## config.mk

```make
export PLATFORM = sky130hd
export DESIGN_NAME = mpg_marker_gate
export DESIGN_NICKNAME = d
export VERILOG_FILES = /design/src/common/mpg_pkg.sv /design/src/mpg_marker_synth.sv /design/src/mpg_marker_gate.sv
export SDC_FILE = /design/constraint.sdc
export NUM_CORES = 1
export LEC_CHECK = 0
export BUFFER_PORTS_ARGS = -buffer_cell sky130_fd_sc_hd__buf_4
export CAP_MARGIN = 20
export CELL_PAD_IN_SITES_DETAIL_PLACEMENT = 0
export CELL_PAD_IN_SITES_GLOBAL_PLACEMENT = 1
export CORE_ASPECT_RATIO = 1.2
export CORE_UTILIZATION = 50
export CTS_BUF_LIST = sky130_fd_sc_hd__clkbuf_8
export CTS_CLUSTER_SIZE = 8
export DETAILED_ROUTE_END_ITERATION = 12
export GPL_ROUTABILITY_DRIVEN = 1
export PLACE_DENSITY = 0.8
export RECOVER_POWER = 25
export SLEW_MARGIN = 20
export SYNTH_ARGS = -nofsm -noshare
export SYNTH_HDL_FRONTEND = slang
export SYNTH_SLANG_ARGS = --single-unit
```

## constraint.sdc

```tcl
create_clock -name clk_sys_in -period 18.8 [get_ports clk_sys_in]
set_input_delay 0.94 -clock clk_sys_in [delete_from_list [all_inputs] [get_ports clk_sys_in]]
set_output_delay 0.94 -clock clk_sys_in [all_outputs]
set_load 0.05 [all_outputs]
```

## src/common/mpg_pkg.sv

```systemverilog
// package of constants and types for the marker pulse gate generator
package mpg_pkg;

  // ----------------------------------------------------------------
  // widths and counts
  // ----------------------------------------------------------------
  localparam int unsigned MARKER_COUNT = 3;
  localparam int unsigned TIME_WIDTH = 24;
  localparam int unsigned APB_ADDR_WIDTH = 8;

  // ----------------------------------------------------------------
  // register offsets (byte addresses)
  // ----------------------------------------------------------------
  localparam logic [7:0] OFS_CTRL = 8'h00;
  localparam logic [7:0] OFS_STATUS = 8'h04;
  localparam logic [7:0] OFS_FRAME_LEN = 8'h08;
  localparam logic [7:0] OFS_MK_BASE = 8'h10;
  localparam logic [7:0] OFS_MK_STRIDE = 8'h10;
  localparam logic [7:0] OFS_MK_OFFSET = 8'h00;
  localparam logic [7:0] OFS_MK_WIDTH = 8'h04;
  localparam logic [7:0] OFS_MK_CYCLE = 8'h08;

  // ----------------------------------------------------------------
  // control register fields
  // ----------------------------------------------------------------
  localparam int unsigned CTRL_GATE_LSB = 0;
  localparam int unsigned CTRL_RES_LSB = 2;
  localparam int unsigned CTRL_MODE_LSB = 4;
  localparam int unsigned CTRL_POL_LSB = 10;

  // ----------------------------------------------------------------
  // reset values
  // ----------------------------------------------------------------
  localparam logic [TIME_WIDTH-1:0] RST_OFFSET = 24'h000000;
  localparam logic [TIME_WIDTH-1:0] RST_WIDTH = 24'h000001;
  localparam logic [TIME_WIDTH-1:0] RST_CYCLE = 24'h000002;
  localparam logic [TIME_WIDTH-1:0] RST_FRAME_LEN = 24'h000001;
  localparam logic [TIME_WIDTH-1:0] TIME_MIN = 24'h000001;

  // ----------------------------------------------------------------
  // enumerations
  // ----------------------------------------------------------------
  typedef enum logic [1:0] {
    MPG_GATE_INT = 2'b00,
    MPG_GATE_EXT = 2'b01,
    MPG_GATE_OFF = 2'b10
  } mpg_gate_e;

  typedef enum logic [1:0] {
    MPG_MODE_PATTERN = 2'b00,
    MPG_MODE_EDIT = 2'b01,
    MPG_MODE_SYNC = 2'b10
  } mpg_mode_e;

  typedef enum logic [1:0] {
    MPG_RES_STD = 2'b00,
    MPG_RES_15 = 2'b01,
    MPG_RES_16 = 2'b10
  } mpg_res_e;

  typedef enum logic [1:0] {
    MPG_PH_OFFSET = 2'b00,
    MPG_PH_HIGH = 2'b01,
    MPG_PH_LOW = 2'b10,
    MPG_PH_DONE = 2'b11
  } mpg_phase_e;

endpackage : mpg_pkg

```

## src/mpg_marker_synth.sv

```systemverilog
// one synthesised marker channel: offset, width and cycle counter
module mpg_marker_synth #(
  parameter int unsigned TW = 24
) (
  // clock and reset
  input wire logic clk_sys_in,
  input wire logic srst_in,
  // settings
  input wire logic sync_mode_in,
  input wire logic [TW-1:0] offset_in,
  input wire logic [TW-1:0] width_in,
  input wire logic [TW-1:0] cycle_in,
  // timing
  input wire logic restart_in,
  input wire logic frame_start_in,
  input wire logic sample_en_in,
  // result
  output logic pulse_out
);

  // ----------------------------------------------------------------
  // phase sequencer
  // ----------------------------------------------------------------
  mpg_pkg::mpg_phase_e phase_reg;
  mpg_pkg::mpg_phase_e phase_next;
  logic [TW-1:0] cnt_reg;
  logic [TW-1:0] cnt_next;
  logic pulse_next;

  wire logic [TW-1:0] cnt_inc = cnt_reg + 1'b1;
  wire logic [TW-1:0] low_len = cycle_in - width_in;
  wire logic restart = restart_in | (sync_mode_in & frame_start_in);
  wire logic zero_low = (low_len == '0);

  // next phase; the caller already clamps width to cycle, or to frame length in sync mode
  always_comb begin
    phase_next = phase_reg;
    cnt_next = cnt_reg;
    if (restart) begin
      cnt_next = '0;
      phase_next = (offset_in == '0) ? mpg_pkg::MPG_PH_HIGH : mpg_pkg::MPG_PH_OFFSET;
    end else if (sample_en_in) begin
      case (phase_reg)
        mpg_pkg::MPG_PH_OFFSET: begin
          cnt_next = cnt_inc;
          if (cnt_inc >= offset_in) begin
            cnt_next = '0;
            phase_next = mpg_pkg::MPG_PH_HIGH;
          end
        end
        mpg_pkg::MPG_PH_HIGH: begin
          cnt_next = cnt_inc;
          if (cnt_inc >= width_in) begin
            cnt_next = '0;
            // sync mode ends after one pulse, cycle ignored
            if (sync_mode_in) begin
              phase_next = mpg_pkg::MPG_PH_DONE;
            end else if (zero_low) begin
              phase_next = mpg_pkg::MPG_PH_HIGH;
            end else begin
              phase_next = mpg_pkg::MPG_PH_LOW;
            end
          end
        end
        mpg_pkg::MPG_PH_LOW: begin
          cnt_next = cnt_inc;
          if (cnt_inc >= low_len) begin
            cnt_next = '0;
            phase_next = mpg_pkg::MPG_PH_HIGH;
          end
        end
        default: begin
          cnt_next = '0;
          phase_next = mpg_pkg::MPG_PH_DONE;
        end
      endcase
    end
    pulse_next = (phase_next == mpg_pkg::MPG_PH_HIGH);
  end

  // result left unregistered: the caller's output flop is the only stage,
  // so synthesised and pattern markers share one cycle of latency
  assign pulse_out = pulse_next;

  // state registers
  always_ff @(posedge clk_sys_in) begin
    if (srst_in) begin
      phase_reg <= mpg_pkg::MPG_PH_DONE;
      cnt_reg <= '0;
    end else begin
      phase_reg <= phase_next;
      cnt_reg <= cnt_next;
    end
  end

endmodule : mpg_marker_synth

```

## src/mpg_marker_gate.sv

```systemverilog
// marker pulse and sample_gate_bit generator with apb register slave
//
// The implementer's own choices: the APB slave port and the register addresses.
module mpg_marker_gate #(
  parameter int unsigned MARKERS = mpg_pkg::MARKER_COUNT,
  parameter int unsigned TW = mpg_pkg::TIME_WIDTH
) (
  // clock and reset
  input wire logic clk_sys_in,
  input wire logic srst_in,
  // apb slave
  input wire logic psel,
  input wire logic penable,
  input wire logic pwrite,
  input wire logic [mpg_pkg::APB_ADDR_WIDTH-1:0] paddr,
  input wire logic [31:0] pwdata,
  input wire logic [3:0] pstrb,
  output logic [31:0] prdata,
  output logic pready,
  output logic pslverr,
  // waveform player side
  input wire logic sample_valid_in,
  input wire logic pattern_start_in,
  input wire logic frame_start_in,
  input wire logic [MARKERS-1:0] pattern_marker_in,
  input wire logic sample_gate_bit,
  // external modulation
  input wire logic ext_gate_in,
  // outputs
  output logic [MARKERS-1:0] marker_out,
  output logic sample_gate_bit_out
);

  // ----------------------------------------------------------------
  // register storage
  // ----------------------------------------------------------------
  logic [1:0] gate_src_reg;
  logic [1:0] res_reg;
  logic [2*MARKERS-1:0] mode_reg;
  logic [MARKERS-1:0] pol_reg;
  logic [TW-1:0] frame_len_reg;
  logic [TW-1:0] offset_reg [MARKERS];
  logic [TW-1:0] width_reg [MARKERS];
  logic [TW-1:0] cycle_reg [MARKERS];
  logic [31:0] prdata_next;
  logic pslverr_next;

  // ----------------------------------------------------------------
  // apb decode
  // ----------------------------------------------------------------
  // one wait state: pready follows the first access cycle
  wire logic acc = psel & penable & ~pready;
  // write lands at the completing edge, when the master samples pready
  wire logic wr_en = psel & penable & pready & pwrite & (&pstrb);
  wire logic hit_ctrl = (paddr == mpg_pkg::OFS_CTRL);
  wire logic hit_stat = (paddr == mpg_pkg::OFS_STATUS);
  wire logic hit_flen = (paddr == mpg_pkg::OFS_FRAME_LEN);
  wire logic [7:0] mk_rel = paddr - mpg_pkg::OFS_MK_BASE;
  wire logic [3:0] mk_idx = mk_rel[7:4];
  wire logic [7:0] mk_fld = {4'h0, mk_rel[3:0]};
  wire logic in_mk = (paddr >= mpg_pkg::OFS_MK_BASE) && (mk_idx < MARKERS) && (mk_fld != 8'h0C);
  wire logic hit_any = hit_ctrl | hit_stat | hit_flen | in_mk;
  wire logic [TW-1:0] wdata_t = pwdata[TW-1:0];

  // write data legalised to allowed ranges
  wire logic [TW-1:0] wdata_min1 = (wdata_t == '0) ? mpg_pkg::TIME_MIN : wdata_t;

  // control word as read back
  wire logic [31:0] ctrl_word = {
    {(32 - mpg_pkg::CTRL_POL_LSB - MARKERS){1'b0}}, pol_reg, mode_reg, res_reg, gate_src_reg};

  // ----------------------------------------------------------------
  // effective marker modes
  // ----------------------------------------------------------------
  logic [2*MARKERS-1:0] eff_mode;
  logic [MARKERS-1:0] synth_pulse;
  logic [MARKERS-1:0] marker_next;
  logic [TW-1:0] eff_width [MARKERS];

  genvar gi;
  generate
    for (gi = 0; gi < MARKERS; gi++) begin : g_mk
      wire logic [1:0] m_req = mode_reg[2*gi +: 2];
      // pattern mode refused at MPG_RES_16, and at MPG_RES_15 on every marker but marker 0
      wire logic no_pat = (res_reg == mpg_pkg::MPG_RES_16)
        | ((res_reg == mpg_pkg::MPG_RES_15) && (gi != 0));
      wire logic [1:0] m_eff = (no_pat && (m_req == mpg_pkg::MPG_MODE_PATTERN)) ? mpg_pkg::MPG_MODE_EDIT : m_req;
      wire logic is_sync = (m_eff == mpg_pkg::MPG_MODE_SYNC);
      // width clamp: to cycle in edit mode, to frame length in sync mode
      wire logic [TW-1:0] lim = is_sync ? frame_len_reg : cycle_reg[gi];
      assign eff_width[gi] = (width_reg[gi] > lim) ? lim : width_reg[gi];
      assign eff_mode[2*gi +: 2] = m_eff;

      mpg_marker_synth #(
        .TW(TW)
      ) u_synth (
        .clk_sys_in(clk_sys_in),
        .srst_in(srst_in),
        .sync_mode_in(is_sync),
        .offset_in(offset_reg[gi]),
        .width_in(eff_width[gi]),
        .cycle_in(cycle_reg[gi]),
        .restart_in(sample_valid_in & pattern_start_in),
        .frame_start_in(sample_valid_in & frame_start_in),
        .sample_en_in(sample_valid_in),
        .pulse_out(synth_pulse[gi])
      );

      // source select then polarity
      wire logic raw = (m_eff == mpg_pkg::MPG_MODE_PATTERN) ? pattern_marker_in[gi]
        : synth_pulse[gi];
      assign marker_next[gi] = raw ^ pol_reg[gi];

      // per-marker timing registers
      always_ff @(posedge clk_sys_in) begin
        if (srst_in) begin
          offset_reg[gi] <= mpg_pkg::RST_OFFSET;
          width_reg[gi] <= mpg_pkg::RST_WIDTH;
          cycle_reg[gi] <= mpg_pkg::RST_CYCLE;
        end else if (wr_en && in_mk && (mk_idx == gi)) begin
          if (mk_fld == mpg_pkg::OFS_MK_OFFSET) begin
            offset_reg[gi] <= wdata_t;
          end else if (mk_fld == mpg_pkg::OFS_MK_WIDTH) begin
            width_reg[gi] <= wdata_min1;
          end else if (mk_fld == mpg_pkg::OFS_MK_CYCLE) begin
            cycle_reg[gi] <= wdata_min1;
          end
        end
      end
    end
  endgenerate

  // ----------------------------------------------------------------
  // sample_gate_bit source
  // ----------------------------------------------------------------
  // gate is registered so glitches on the external pin are not passed raw
  wire logic gate_next = (gate_src_reg == mpg_pkg::MPG_GATE_INT) ? sample_gate_bit
    : (gate_src_reg == mpg_pkg::MPG_GATE_EXT) ? ext_gate_in
    : 1'b1;

  // ----------------------------------------------------------------
  // control registers
  // ----------------------------------------------------------------
  // illegal gate code 2'b11 is stored as off
  wire logic [1:0] gate_wr = (pwdata[mpg_pkg::CTRL_GATE_LSB +: 2] == 2'b11) ? mpg_pkg::MPG_GATE_OFF
    : pwdata[mpg_pkg::CTRL_GATE_LSB +: 2];

  always_ff @(posedge clk_sys_in) begin
    if (srst_in) begin
      gate_src_reg <= mpg_pkg::MPG_GATE_INT;
      res_reg <= mpg_pkg::MPG_RES_STD;
      mode_reg <= '0;
      pol_reg <= '0;
    end else if (wr_en && hit_ctrl) begin
      gate_src_reg <= gate_wr;
      res_reg <= pwdata[mpg_pkg::CTRL_RES_LSB +: 2];
      mode_reg <= pwdata[mpg_pkg::CTRL_MODE_LSB +: 2*MARKERS];
      pol_reg <= pwdata[mpg_pkg::CTRL_POL_LSB +: MARKERS];
    end
  end

  // frame length in data points bounds the sync width
  always_ff @(posedge clk_sys_in) begin
    if (srst_in) begin
      frame_len_reg <= mpg_pkg::RST_FRAME_LEN;
    end else if (wr_en && hit_flen) begin
      frame_len_reg <= wdata_min1;
    end
  end

  // ----------------------------------------------------------------
  // read mux
  // ----------------------------------------------------------------
  always_comb begin
    prdata_next = 32'h00000000;
    pslverr_next = ~hit_any;
    if (hit_ctrl) begin
      prdata_next = ctrl_word;
    end else if (hit_stat) begin
      prdata_next = {{(32 - 2*MARKERS - MARKERS - 1){1'b0}}, sample_gate_bit_out, marker_out, eff_mode};
    end else if (hit_flen) begin
      prdata_next = {{(32 - TW){1'b0}}, frame_len_reg};
    end else if (in_mk) begin
      if (mk_fld == mpg_pkg::OFS_MK_OFFSET) begin
        prdata_next = {{(32 - TW){1'b0}}, offset_reg[mk_idx[1:0]]};
      end else if (mk_fld == mpg_pkg::OFS_MK_WIDTH) begin
        prdata_next = {{(32 - TW){1'b0}}, width_reg[mk_idx[1:0]]};
      end else begin
        prdata_next = {{(32 - TW){1'b0}}, cycle_reg[mk_idx[1:0]]};
      end
    end
  end

  // ----------------------------------------------------------------
  // apb answer and output flops
  // ----------------------------------------------------------------
  always_ff @(posedge clk_sys_in) begin
    if (srst_in) begin
      pready <= 1'b0;
      pslverr <= 1'b0;
      prdata <= 32'h00000000;
      marker_out <= '0;
      sample_gate_bit_out <= 1'b1;
    end else begin
      pready <= acc;
      pslverr <= acc & pslverr_next;
      prdata <= (acc & ~pwrite) ? prdata_next : 32'h00000000;
      marker_out <= marker_next;
      sample_gate_bit_out <= gate_next;
    end
  end

endmodule : mpg_marker_gate

```

==> results.yml <==
worst_setup_path:
  r2r_cells: 33
  cp_max_fo: 45
  cp.required_ns: 19.37
  criticalPathCategory: "flip-flop to flip-flop"
  start_kind: "flip-flop"
  critPathArrivalTime_ns: 10.90
  cp-end-kind: "flip-flop"
  cpMaxStageDelayCell: "a2111oi_0"
  slowest_delay_ns: 0.97
timing:
  drv_slew: 39
  fin_crit_sh_pct: 55.0
  whs_ns: 0.467
  worstMarginPinSlew_ns: 1.93
  max_slew_margin_pct: -28.6
  period_needed_ns: 10.33
  final.setup.worst_slack_ns: 8.47
  hold_viol_final: 0
  tns_ns: 0
  max_freq_ghz: 0.0968
  skew_ns: 0.0470
  rsz0062_at_grt: "no"
  finalSetupViolations: 0
drt:
  drtPass1Iterations: 6
  vias: 27600
  drc: 0
  postRouteAntennaNets: 0
  drt-total-wl_mm: 114
  wl_per_cell_microns: 26.6
  vias_per_cell: 6.40
  drt_iter0_markers: 2694
clock_tree:
  cts_setup_buffers: 0
  clock_latency_ns: 0.70
  cts_buffers: 68
  clkTransAtPathRegs_ns: 0.06
  cts_tree: "yes"
  postCtsHoldBufs: 0
  cts_resized: 0
  clockBufferDepth: 3
  h-tree-depth: 3
  cts.sinks: 361
  clock-root-buffer: "clkbuf_8"
job:
  drv_cap: 1
placement:
  post_dp_cell_area_sq_um: 31500
  io_buffers: 78
  dp_cells: 4180
  post-place-ws_ns: 8.80
  gp_congestion: 1.05
  place_hpwl_mm: 88.8
floorplanning:
  num_rows: 98
  die_w_microns: 226
  start_util_pct: 50.5
  die_h_microns: 271
  io_pins: 95
  die_area_sq_um: 61200
  core_area_sq_um: 59600
global_routing:
  grt_pass1_wl_mm: 167
  first_global_vias: 26600
  grt_usage_pct: 36.9
  grt_max_degree: 53
  antenna_found_initial: 7
  grt-ovfl-total: 0
pwr:
  p_per_area_nw_per_um2: 66.4
  p_total_mw: 2.17
  total_leakage_power_nw: 14.3
  vdd_ir_drop_max_uv: 61.5
logic_synthesis:
  synth_edf_count: 216
  ys_async_sr_fraction_pct: 0
  syn-cell-area_sq_um: 30100
  ys.flop_type: "edfxtp_1"
  synth_cell_types: 110
  syn_avg_cell_area_sq_um: 8.76
  ys_warn_count: 0
  synthCells: 3438
  yosysSeqAreaShare_pct: 31.2
  postSynthRegisterBits: 361
worst_hold_path:
  hold_depth: 2
  worst_hold_path_type: "flip-flop to flip-flop"
layout:
  final_layout_size_suffix_gt1_share_pct: 7.99
  layout_common_cells: "ha_1 (344), a21oi_1 (298), nand2_1 (253), nor2_1 (230), and2_1 (218)"
  area_growth_pct: 8.59
  final_common_cell: "ha_1"
  finish.utilization_pct: 54.9
  fin_cells: 4304
  final_area_sq_um: 32700
  nNetsFinal: 3853
status:
  violations: "max-capacitance violations, max-slew violations"
  status: "finished with violations"
==> worst max-delay path: cells and delay by family (launching register included) <==
family | cells | cell delay [ns]
multiplexers | 1 | 0.19
buffers and inverters | 4 | 1.41
flip-flops | 1 | 0.42
AO/OA/AOI/OAI | 13 | 4.07
adder cells (fa/ha/maj) | 3 | 1.09
AND/OR/NAND/NOR | 12 | 3.04
==> cell usage after synthesis, types with 8 or more instances <==
cell | count | area share, %
a211o_1 | 13 | 0.38
a211oi_1 | 32 | 0.80
a21o_1 | 103 | 2.6
a21oi_1 | 298 | 5.0
a22o_1 | 13 | 0.38
a22oi_1 | 19 | 0.47
a31oi_1 | 25 | 0.52
a32oi_1 | 9 | 0.26
and2_1 | 240 | 5.0
and3_1 | 52 | 1.1
and4_1 | 21 | 0.61
buf_1 | 11 | 0.14
buf_4 | 11 | 0.27
clkbuf_1 | 154 | 1.9
dfxtp_1 | 145 | 9.6
edfxtp_1 | 216 | 22
ha_1 | 345 | 14
inv_1 | 132 | 1.6
mux2i_1 | 118 | 3.9
mux4_2 | 14 | 1.0
nand2_1 | 253 | 3.2
nand2b_1 | 60 | 1.2
nand3_1 | 92 | 1.5
nand3b_1 | 22 | 0.55
nand4_1 | 49 | 1.0
nor2_1 | 230 | 2.9
nor2b_1 | 41 | 0.85
nor3_1 | 70 | 1.2
nor3b_1 | 16 | 0.40
nor4_1 | 37 | 0.77
o2111ai_1 | 8 | 0.23
o211ai_1 | 43 | 1.1
o21a_1 | 15 | 0.37
o21ai_0 | 180 | 3.0
o21ai_1 | 8 | 0.13
o21bai_1 | 21 | 0.52
o22ai_1 | 11 | 0.23
o31ai_1 | 10 | 0.25
or2_2 | 19 | 0.39
or3_1 | 26 | 0.54
xnor2_1 | 69 | 2.0
xor2_1 | 48 | 1.4
==> final timing paths <==
path                                    start                     endpoint  slack (ns)
hold / removal    g_mk[2].u_synth.cnt_reg[22]  g_mk[2].u_synth.cnt_reg[22]        0.47
hold reg to reg   g_mk[2].u_synth.cnt_reg[22]  g_mk[2].u_synth.cnt_reg[22]        0.47
setup reg to reg                  mode_reg[2]  g_mk[1].u_synth.cnt_reg[21]        8.47
setup / recovery                  mode_reg[2]  g_mk[1].u_synth.cnt_reg[21]        8.47
==> where the power goes <==
| group | internal, mW | switching [mW] | leakage (nW) |
|---|---|---|---|
| registers | 0.854 | 0.0255 | 3.40 |
| clock network | 0.443 | 0.376 | 0.800 |
| logic | 0.165 | 0.307 | 10.1 |
| total | 1.46 | 0.709 | 14.3 |
==> cell type report <==
type	count	area, sq um
diodes	1	2.50
clock buffers	73	1000
clock inverters	49	375
fillers	5559	26900
inverters	134	503
multi-input cells	2771	19700
flip-flops and latches	361	9390
well taps	800	1000
repair buffers	115	728
==> per-layer routing <==
| metal | GRT usage, % | routed length, microns |
|---|---|---|
| met4 | 25.0 | 8820 |
| met3 | 5.76 | 9050 |
| met1 | 43.7 | 43200 |
| met2 | 61.4 | 53400 |
| met5 | 0 | 0 |
==> logic make-up after synthesis <==
kind of cell,after synthesis,synth area share (%)
simple gates,1258,22.1
compound gates,895,19.2
flops,361,31.2
fa+ha+maj,351,14.5
buf+inv,313,4.09
mux,141,5.35
xor+xnor,118,3.46
other cells,1,0.0125
Power figures use the tool's default switching activity.
